===== config.mk =====
export PLATFORM = sky130hd
export DESIGN_NAME = pcictl_top
export DESIGN_NICKNAME = d
export VERILOG_FILES = /design/src/pkg/pcictl_pkg.sv /design/src/hw/pcictl_top.sv
export SDC_FILE = /design/constraint.sdc
export NUM_CORES = 1
export LEC_CHECK = 0
export ABC_CLOCK_PERIOD_IN_PS = 1600
export BUFFER_PORTS_ARGS = -buffer_cell sky130_fd_sc_hd__buf_2
export CORE_ASPECT_RATIO = 1.25
export CORE_MARGIN = 2
export CORE_UTILIZATION = 45
export DETAILED_ROUTE_END_ITERATION = 10
export PLACE_DENSITY_LB_ADDON = 0.08
export RECOVER_POWER = 100
export SYNTH_ARGS = -nofsm -noshare
export SYNTH_HDL_FRONTEND = slang
export SYNTH_SLANG_ARGS = --single-unit
export TNS_END_PERCENT = 100

===== constraint.sdc =====
create_clock -name ref_clk_in -period 1.6 [get_ports ref_clk_in]
set_clock_uncertainty 0.1 [all_clocks]
set_input_delay 0.08 -clock ref_clk_in [delete_from_list [all_inputs] [get_ports ref_clk_in]]
set_output_delay 0.08 -clock ref_clk_in [all_outputs]
set_load 0.05 [all_outputs]

===== src/pkg/pcictl_pkg.sv =====
// Package for the bus control signalling block: timing counts and state codes.
// Assumes a single bus clock; all bus pins except idsel are active low at the pads.
package pcictl_pkg;
   localparam int CLK_MHZ = 40;
   localparam int CLK_PERIOD_NS = 25;
   // Parity error is reported this many clocks after detection
   localparam int PERR_DELAY_CLKS = 2;
   // Least time a sustained line is driven high before release
   localparam int PARK_CLKS = 1;
   // Least time the bus clock may be absent before clock run restarts it
   localparam int CLKRUN_HOLD_NS = 100;
   localparam int CLKRUN_HOLD_CLKS = (CLKRUN_HOLD_NS + CLK_PERIOD_NS - 1) / CLK_PERIOD_NS;
   localparam logic [3:0] CMD_SPECIAL = 4'h1;
   localparam logic [3:0] CMD_CFG_RD = 4'hA;
   localparam logic [3:0] CMD_CFG_WR = 4'hB;

   typedef enum logic [4:0] {
      M_IDLE = 5'h01,
      M_ADDR = 5'h02,
      M_DATA = 5'h04,
      M_LAST = 5'h08,
      M_PARK = 5'h10
   } pcictl_mst_type;

   typedef enum logic [3:0] {
      T_IDLE = 4'h1,
      T_CLAIM = 4'h2,
      T_DATA = 4'h4,
      T_PARK = 4'h8
   } pcictl_tgt_type;
endpackage


===== src/hw/pcictl_top.sv =====
// Bus control signalling of a network controller acting as bus master and target.
// Assumes synchronous pin inputs, a bus clock of at least 16 MHz and address decode
// plus parity checking done by neighbouring logic.
// Overview of operation
// - As master, assert frame to start, hold it, release it in last data phase.
// - A data phase completes only when both ready lines are low together.
// - As target, assert stop to ask the master to end the transaction.
// - As master, watch stop and end the current transaction when it is seen.
// - Initialization select is the chip select for configuration reads and writes only.
// - As target, assert device select once own address is decoded.
// - As master, sample device select to learn whether the transfer was claimed.
// - Assert the own request line whenever bus ownership is needed.
// - Interrupt is open drain, active low, level, held while pending.
// - An address parity error drives system error low for exactly one clock.
// - Receiver asserts parity error two clocks after a data parity error.
// - Parity error lasts at least one clock per erroneous data phase.
// - Data parity errors are reported except in special cycles.
// - No parity error report before claiming and one completed data phase.
// - Clock run lets the system pause the clock; device refuses or restarts; here it drives clock run only while the line is low and keep_clock_in is set.
// - During bus reset, state returns to defaults and all bus outputs except power event float.
// - While isolated, drive nothing but power event and sample no bus inputs.
// - The isolate input also acts as a bus reset.
// - The power-up reset input resets the device.
// - Assert the open-drain power event line when a power event occurs.
// - Drive a sustained line high one clock before floating it.
module pcictl_top (
   // Clock and resets
   input wire logic ref_clk_in,
   input wire logic rst_b_in,
   input wire logic bus_rst_b_in,
   input wire logic isolate_b_in,
   input wire logic power_up_reset_n_in,
   // Bus control pins, sampled
   input wire logic frame_b_in,
   input wire logic irdy_b_in,
   input wire logic trdy_b_in,
   input wire logic stop_b_in,
   input wire logic devsel_b_in,
   input wire logic idsel_in,
   input wire logic gnt_b_in,
   input wire logic clkrun_b_in,
   input wire logic [3:0] cmd_in,
   // Bus control pins, driven (enable low means driving)
   output logic frame_b_out,
   output logic frame_oe_b_out,
   output logic irdy_b_out,
   output logic irdy_oe_b_out,
   output logic trdy_b_out,
   output logic trdy_oe_b_out,
   output logic stop_b_out,
   output logic stop_oe_b_out,
   output logic devsel_b_out,
   output logic devsel_oe_b_out,
   output logic perr_b_out,
   output logic perr_oe_b_out,
   output logic req_b_out,
   output logic req_oe_b_out,
   output logic inta_oe_b_out,
   output logic serr_oe_b_out,
   output logic clkrun_oe_b_out,
   output logic pme_oe_b_out,
   // Core side
   input wire logic mst_start_in,
   input wire logic mst_last_in,
   input wire logic addr_hit_in,
   input wire logic tgt_ready_in,
   input wire logic tgt_stop_in,
   input wire logic addr_perr_in,
   input wire logic data_perr_in,
   input wire logic irq_pending_in,
   input wire logic pme_event_in,
   input wire logic keep_clock_in,
   output logic mst_done_out,
   output logic mst_abort_out,
   output logic mst_claimed_out,
   output logic cfg_sel_out,
   output logic phase_done_out
);
   import pcictl_pkg::*;

   typedef struct packed {
      pcictl_mst_type mst;
      pcictl_tgt_type tgt;
      logic [2:0] nack;
      logic req;
      logic claimed;
      logic cfg;
      logic phase_seen;
      logic special;
      logic perr_pipe;
      logic aperr_prev;
      logic perr_drv;
      logic perr_park;
      logic serr;
      logic inta;
      logic pme;
      logic clkrun;
      logic done;
      logic abort;
      logic pdone;
   } pcictl_state_type;

   pcictl_state_type s_q;
   pcictl_state_type s_d;
   logic run_rst_b;
   logic xfer;

   // Bus reset, isolate and power-up reset all clear the block except the power event line
   assign run_rst_b = rst_b_in & bus_rst_b_in & isolate_b_in & power_up_reset_n_in;
   assign xfer = !irdy_b_in && !trdy_b_in;

   always_comb begin
      s_d = s_q;
      s_d.done = 1'b0;
      s_d.abort = 1'b0;
      s_d.pdone = xfer;
      // One pulse per rising run of the address parity error
      s_d.aperr_prev = addr_perr_in;
      s_d.serr = addr_perr_in && !s_q.aperr_prev;
      s_d.inta = irq_pending_in;
      s_d.pme = pme_event_in;
      s_d.clkrun = !clkrun_b_in && keep_clock_in;
      s_d.perr_pipe = 1'b0;
      s_d.perr_park = s_q.perr_drv && !s_q.perr_pipe;
      s_d.perr_drv = s_q.perr_pipe;
      case (s_q.mst)
         M_IDLE: begin
            if (mst_start_in) begin
               s_d.req = 1'b1;
            end
            if (s_q.req && !gnt_b_in && frame_b_in && irdy_b_in) begin
               s_d.mst = M_ADDR;
               s_d.req = 1'b0;
               s_d.nack = 3'h0;
            end
         end
         M_ADDR: begin
            s_d.mst = mst_last_in ? M_LAST : M_DATA;
         end
         M_DATA: begin
            s_d.nack = (devsel_b_in && s_q.nack != 3'h7) ? s_q.nack + 3'h1 : s_q.nack;
            if (!devsel_b_in) begin
               s_d.claimed = 1'b1;
            end
            if (!stop_b_in) begin
               s_d.mst = M_LAST;
               s_d.abort = 1'b1;
            end else if (mst_last_in) begin
               s_d.mst = M_LAST;
            end else if (s_q.nack == 3'h4) begin
               s_d.mst = M_LAST;
               s_d.abort = 1'b1;
            end
         end
         M_LAST: begin
            if (!devsel_b_in) begin
               s_d.claimed = 1'b1;
            end
            if (xfer || !stop_b_in || s_q.nack == 3'h5) begin
               s_d.mst = M_PARK;
               s_d.done = 1'b1;
               s_d.abort = s_q.abort || !stop_b_in || s_q.nack == 3'h5;
            end else begin
               s_d.nack = (devsel_b_in && s_q.nack != 3'h7) ? s_q.nack + 3'h1 : s_q.nack;
            end
         end
         M_PARK: begin
            s_d.mst = M_IDLE;
            s_d.claimed = 1'b0;
         end
         default: s_d.mst = M_IDLE;
      endcase
      case (s_q.tgt)
         T_IDLE: begin
            if (!frame_b_in && s_q.mst == M_IDLE) begin
               s_d.cfg = idsel_in && (cmd_in == CMD_CFG_RD || cmd_in == CMD_CFG_WR);
               s_d.special = (cmd_in == CMD_SPECIAL);
               s_d.phase_seen = 1'b0;
               if (addr_hit_in || s_d.cfg) begin
                  s_d.tgt = T_CLAIM;
               end
            end
         end
         T_CLAIM: begin
            s_d.tgt = T_DATA;
         end
         T_DATA: begin
            if (xfer) begin
               s_d.phase_seen = 1'b1;
               // Report error only for a claimed, completed, non-special phase
               if (data_perr_in && !s_q.special) begin
                  s_d.perr_pipe = 1'b1;
               end
               if (frame_b_in) begin
                  s_d.tgt = T_PARK;
               end
            end else if ((tgt_stop_in || !stop_b_out) && frame_b_in) begin
               s_d.tgt = T_PARK;
            end
         end
         T_PARK: begin
            s_d.tgt = T_IDLE;
            s_d.cfg = 1'b0;
         end
         default: s_d.tgt = T_IDLE;
      endcase
   end

   always_ff @(posedge ref_clk_in or negedge run_rst_b) begin
      if (!run_rst_b) begin
         s_q <= '{mst: M_IDLE, tgt: T_IDLE, default: '0};
      end else begin
         s_q <= s_d;
      end
   end

   always_ff @(posedge ref_clk_in or negedge run_rst_b) begin
      if (!run_rst_b) begin
         frame_b_out <= 1'b1;
         frame_oe_b_out <= 1'b1;
         irdy_b_out <= 1'b1;
         irdy_oe_b_out <= 1'b1;
         trdy_b_out <= 1'b1;
         trdy_oe_b_out <= 1'b1;
         stop_b_out <= 1'b1;
         stop_oe_b_out <= 1'b1;
         devsel_b_out <= 1'b1;
         devsel_oe_b_out <= 1'b1;
         perr_b_out <= 1'b1;
         perr_oe_b_out <= 1'b1;
         req_b_out <= 1'b1;
         req_oe_b_out <= 1'b1;
         inta_oe_b_out <= 1'b1;
         serr_oe_b_out <= 1'b1;
         clkrun_oe_b_out <= 1'b1;
         mst_done_out <= 1'b0;
         mst_abort_out <= 1'b0;
         mst_claimed_out <= 1'b0;
         cfg_sel_out <= 1'b0;
         phase_done_out <= 1'b0;
      end else begin
         frame_b_out <= !(s_d.mst == M_ADDR || s_d.mst == M_DATA);
         frame_oe_b_out <= !(s_d.mst inside {M_ADDR, M_DATA, M_LAST});
         irdy_b_out <= !(s_d.mst == M_DATA || s_d.mst == M_LAST);
         irdy_oe_b_out <= !(s_d.mst inside {M_ADDR, M_DATA, M_LAST, M_PARK});
         trdy_b_out <= !(s_d.tgt == T_DATA && tgt_ready_in);
         trdy_oe_b_out <= !(s_d.tgt inside {T_CLAIM, T_DATA, T_PARK});
         stop_b_out <= !(s_d.tgt == T_DATA && tgt_stop_in);
         stop_oe_b_out <= !(s_d.tgt inside {T_CLAIM, T_DATA, T_PARK});
         devsel_b_out <= !(s_d.tgt == T_CLAIM || s_d.tgt == T_DATA);
         devsel_oe_b_out <= !(s_d.tgt inside {T_CLAIM, T_DATA, T_PARK});
         perr_b_out <= !s_d.perr_drv;
         perr_oe_b_out <= !(s_d.perr_drv || s_d.perr_park);
         req_b_out <= !s_d.req;
         req_oe_b_out <= 1'b0;
         inta_oe_b_out <= !s_d.inta;
         serr_oe_b_out <= !s_d.serr;
         clkrun_oe_b_out <= !s_d.clkrun;
         mst_done_out <= s_d.done;
         mst_abort_out <= s_d.abort;
         mst_claimed_out <= s_d.claimed;
         cfg_sel_out <= s_d.cfg;
         phase_done_out <= s_d.pdone;
      end
   end

   // Power event line stays live while isolated; only the power-up reset clears it
   always_ff @(posedge ref_clk_in or negedge power_up_reset_n_in) begin
      if (!power_up_reset_n_in) begin
         pme_oe_b_out <= 1'b1;
      end else begin
         pme_oe_b_out <= !pme_event_in;
      end
   end
endmodule


; ---- Word-level counts from Yosys, hierarchy flattened
; Index checks and enable logic that the tools add are counted.
[classes]
addsub = 1
n_eq_ne = 26
mux = 32
bitwise_logic = 3
reduce_logical = 60
[ops]
columns = cell, count
row1 = $mux W4, 7
row2 = $mux W5, 5
row3 = $logic_not A1 Y1, 24
row4 = $pmux W5 S4, 1
row5 = $eq A4 B4 Y1 const B, 4
row6 = $logic_and A1 B1 Y1, 14
row7 = $pmux W4 S3, 1
row8 = $logic_or A1 B1 Y1, 11
row9 = $eq A5 B2 Y1 const B, 2
row10 = $eq A5 B3 Y1 const B, 2
row11 = $eq A5 B4 Y1 const B, 2
row12 = $eq A5 B5 Y1 const B, 2
row13 = $mux W1, 10
row14 = $mux W3, 3
row15 = $pmux W3 S3, 1
row16 = $reduce_bool A3 Y1, 3
row17 = $eq A4 B1 Y1 const B, 2
row18 = $eq A4 B2 Y1 const B, 2
row19 = $eq A4 B3 Y1 const B, 2
row20 = $ne A2 B2 Y1 const B, 4
row21 = $eq A3 B3 Y1 const B, 2
row22 = $pmux W1 S2, 3
row23 = $reduce_and A2 Y1, 3
row24 = $eq A5 B1 Y1 const B, 1
row25 = 8 further kinds, 11
[word_totals]
register_bits = 38
input_bits = 27
output_inout_bits = 23
word_cells = 151

; ---- Logic depth before layout (Yosys ltp)
[depth]
word_depth = 10
ltp_mapped = 7
ltp_nobuf = 7

; ---- Worst setup path after synthesis
; OpenSTA, ideal clock, no wires.
[synth_path]
kind = register -> register
start = reg s_q[23] (netlist bit)
end = reg s_q[16] (netlist bit)
setup_time_ps = 125
arrival_ps = 1444
required_ps = 1375
setup_slack_ps = -69
stages_incl_launch_ff = 6
path_buffers = 1
synth_period_minus_slack_ps = 1669
cell_sequence = dfstp_2 nor4b_2 and3_1 buf_6 o21ai_2 mux2_2
[synth_between]
elab_chain_len = 3
word_cells_on_any_way = 8
cone_classes = 5 x eq/ne / 1 x mux / 2 x reduce/logical
[synth_rtl]
columns = item, line
row1 = start: declaration, pcictl_top.sv:103  ; pcictl_state_type s_q;
row2 = start signal: assignment, pcictl_top.sv:211  ; s_q <= '{mst: M_IDLE, tgt: T_IDLE, default: '0};
row3 = start signal: assignment, pcictl_top.sv:213  ; s_q <= s_d;
row4 = $eq A5 B4 Y1 (tied with other cells), pcictl_top.sv:126  ; case (s_q.mst)
row5 = $ne A2 B2 Y1 (no line) / $reduce_bool A3 Y1 (equally long branches), -
row6 = $reduce_and A3 Y1 (no line), -
; Parallel ways exist; a longest one is shown, timed or not.
; A chain may end at the register's enable or synchronous reset.

; ---- Worst setup path after layout
[layout_path]
start = reg s_q[17] (netlist bit)
end = reg s_q[16] (netlist bit)
[layout_between]
elab_chain_len = 5
word_cells_on_any_way = 9
cone_classes = 3 x eq/ne / 3 x mux / 3 x reduce/logical
[layout_rtl]
columns = item, line
row1 = $ne A3 B3 Y1, "pcictl_top.sv:141, pcictl_top.sv:164"
row2 = $logic_and A1 B1 Y1, "pcictl_top.sv:141, pcictl_top.sv:164"
row3 = $mux W3 (2 in series), -
row4 = $pmux W3 S3, -
; Parallel ways exist; a longest one is shown, timed or not. The select of a mux whose other input is x is not followed.

==> results.py <==
metrics = {
    "status": {
        "outcome": "finished, violations left",
        "violations": "setup timing",
    },
    "hold_path": {
        "whs_endpoint": "s_q[19]",
        "hp-start": "addr_hit_in",
        "hold_class": "input pin to flip-flop",
        "hold_depth": 4,
    },
    "critical_path": {
        "path_buf_inv": 1,
        "setup.worst_path.class": "flip-flop to flip-flop",
        "reg2reg_depth": 6,
        "critPathMaxStageDelay_ps": 390,
        "path_cells": "inv_2 -> ha_2 -> a21bo_2 -> o211ai_1 -> o21ai_2 -> mux2_4",
        "path_max_fanout": 3,
        "r2r_setup_slack_ps": -150,
        "cp-start-kind": "flip-flop",
        "required_ps": 1680,
        "r2r_end": "s_q[16]",
        "end_kind": "flip-flop",
        "r2r-start": "s_q[17]",
        "slowest_stage": "dfrtp_1",
        "critPathLaunch": "s_q[17]",
        "critical-path-top-delay-family": "compound AO/OA/AOI/OAI gates",
        "crit_arrival_ps": 1830,
    },
    "grt": {
        "grt_pass1_vias": 1365,
        "grt_antenna_before_repair": 0,
        "grt_first_pass_wirelength_um": 5980,
        "grt_max_degree": 38,
        "grt_overflow": 0,
        "grt_usage_pct": 19.4,
    },
    "yosys": {
        "synth_area_per_cell_um2": 11.8,
        "syn_area_um2": 1630,
        "ys_types": 43,
        "synth_edf_count": 0,
        "syn_nets": 169,
        "ys_seq_area_share_pct": 59.7,
        "synth_flop_cell": "dfrtp_1",
        "syn_inst": 138,
        "synth-seq-cells": 38,
        "yosysWarnings": 0,
        "async_flop_share_pct": 100,
    },
    "cts": {
        "htreeDepth": 2,
        "cts_root_buf": "clkbuf_8",
        "cts_tree": "yes",
        "cts_buffers": 5,
        "worstSkewPairLatency_ps": 290,
        "clkTransAtPathRegs_ps": 70,
        "cts.path.max_buffers": 2,
        "clock_sinks": 38,
    },
    "route": {
        "vias": 1337,
        "drt-pass1-iter-count": 3,
        "antenna_left": 0,
        "routed_wl_um": 3720,
        "drtIter0Drc": 21,
        "avgViaCountPerCell": 5.08,
        "drc": 0,
        "routedWlPerCell_um": 14.1,
    },
    "floorplan": {
        "start_util_pct": 46.8,
        "io_pins": 50,
        "dieHeight_um": 71.3,
        "core_area_um2": 3480,
        "row_count": 24,
        "dieArea_um2": 4130,
        "fp.dieW_um": 57.9,
    },
    "power": {
        "comb_power_share_pct": 17.6,
        "irDropWorstVdd_mv": 0.901,
        "clock_power_share_pct": 36.0,
        "power.density_nw_per_um2": 963,
        "pwr-share-seq_pct": 46.3,
        "p_int_w": 0.00168,
        "p_leak_nw": 1.10,
        "totalPowerFinal_w": 0.00228,
        "p_sw_share_pct": 26.3,
        "switchingPower_w": 0.000599,
    },
    "sta": {
        "fmax_mhz": 571,
        "hold_viol": 0,
        "slew_headroom_pct": 60.0,
        "setup_slack_ps": -150,
        "layout_worst_path_cycle_share_pct": 109,
        "tightest_slew_ps": 602,
        "hold-worst-slack_ps": 12.5,
        "setup_violations": 8,
        "slew_violations": 0,
        "fin_crit_ps": 1750,
        "grt_setup_unrepaired": "yes",
    },
    "place": {
        "gp_congestion": 0.846,
        "io_buffers": 49,
        "dp_hpwl_um": 2490,
    },
    "cells_and_area": {
        "largest_register": "s_q",
        "syn_to_final_growth_pct": 44.9,
        "num_antenna_cells": 0,
        "layout-drive-gt1-share_pct": 43.3,
        "nNetsFinal": 255,
        "largest_reg_flops": 16,
        "final_cell_mix": "25 x buf_2, 25 x clkbuf_1, 18 x dfstp_2, 17 x dfrtp_1, 17 x buf_4",
    },
    "flow_run": {
        "maxCapViolations": 0,
    },
}
==> metal layers <==
| metal | vias up | GRT usage (%) | routed length, um |
|---|---|---|---|
| met1 | 637 | 20.5 | 1430 |
| li1 | 652 | - | - |
| met5 | - | 0 | 0 |
| met4 | 0 | 9.04 | 96 |
| met2 | 36 | 34.6 | 2020 |
| met3 | 12 | 5.96 | 166 |
==> worst max-delay path by stage <==
| stage | end | cells after the start | slack, ps |
|---|---|---|---|
| 2_1_floorplan | s_q[16] | 6 | -30 |
| 3_3_place_gp | s_q[16] | 5 | -70 |
| 3_5_place_dp | s_q[16] | 6 | -120 |
| 4_1_cts | s_q[16] | 5 | -100 |
| 5_1_grt | s_q[16] | 6 | -230 |
| 6_report | s_q[16] | 6 | -150 |
==> cells in the mapped netlist, drive strengths merged, types with 2 or more instances <==
cell	count	area (um2)
inv	9	33.8
dfrtp	20	500
a22o	2	17.5
nor3	4	25.0
a21bo	2	20.0
nor4	3	18.8
nor2b	3	18.8
nand2	6	22.5
buf	6	47.5
xor2	2	17.5
and3	2	12.5
nand4b	2	17.5
a21oi	6	30.0
nand2b	8	50.1
dfstp	18	473
nor2	8	30.0
nand3	4	20.0
o21ai	7	38.8
ha	4	50.1
nor4b	3	32.5
and4b	2	20.0
==> worst min-delay path, cell delays in order <==
cell and delay (ps):
buf_2 70, nor2_1 60, nor2_4 140, a21oi_2 40
==> stage by stage <==
stage / instances / instance area (um2) / setup TNS, ps / util (%) / setup slack (ps)
3_5_place_dp: 232 / 1980 / -464 / 56.9 / -117
5_1_grt: 263 / 2360 / -1640 / 67.9 / -231
2_1_floorplan: 138 / 1650 / -72.2 / - / -33.3
4_1_cts: 258 / 2300 / -257 / 66.1 / -95.8
3_3_place_gp: 232 / 1980 / -177 / 56.9 / -67.0
6_report: 263 / 2360 / -634 / 67.9 / -150
==> power groups by stage <==
stage / clock network (W) / registers [W] / logic, W
after global routing: 0.000875 / 0.00106 / 0.000430
after floorplan: 0 / 0.00117 / 0.000141
final: 0.000820 / 0.00106 / 0.000402
after CTS: 0.000837 / 0.00105 / 0.000376
after global placement: 0 / 0.00107 / 0.000333
after detailed placement: 0 / 0.00107 / 0.000337
==> repair_timing <==
action,in CTS,in global routing
hold endpoints to repair,33,0
resized for setup,9,19
endpoints found under the setup margin,11,55
setup buffers,4,7
hold buffers,15,0
pin swaps,5,15
==> kinds of logic (layout without fill, tap and decap cells) <==
family                     Yosys count  after routing  synth area share [%]
DFF                                 38             38                  59.7
buffers and inverters               15            101                  4.98
other                                1              1                 0.230
and+or+nand+nor                     52             52                  19.6
adders and majority gates            4              4                  3.07
xor gates and xnor gates             2              2                  1.07
muxes                                2              2                  1.30
AOI/OAI and AO/OA                   24             24                  10.0
==> layout make-up <==
cell class / count / area, um2
Fill cell: 271 / 1120
Sequential cell: 38 / 977
Multi-Input combinational cell: 85 / 662
Timing Repair Buffer: 85 / 531
Clock buffer: 6 / 82.6
Tap cell: 39 / 48.8
Inverter: 9 / 33.8
Clock inverter: 1 / 30.0
Note: power is estimated with default switching activity, not from simulation.
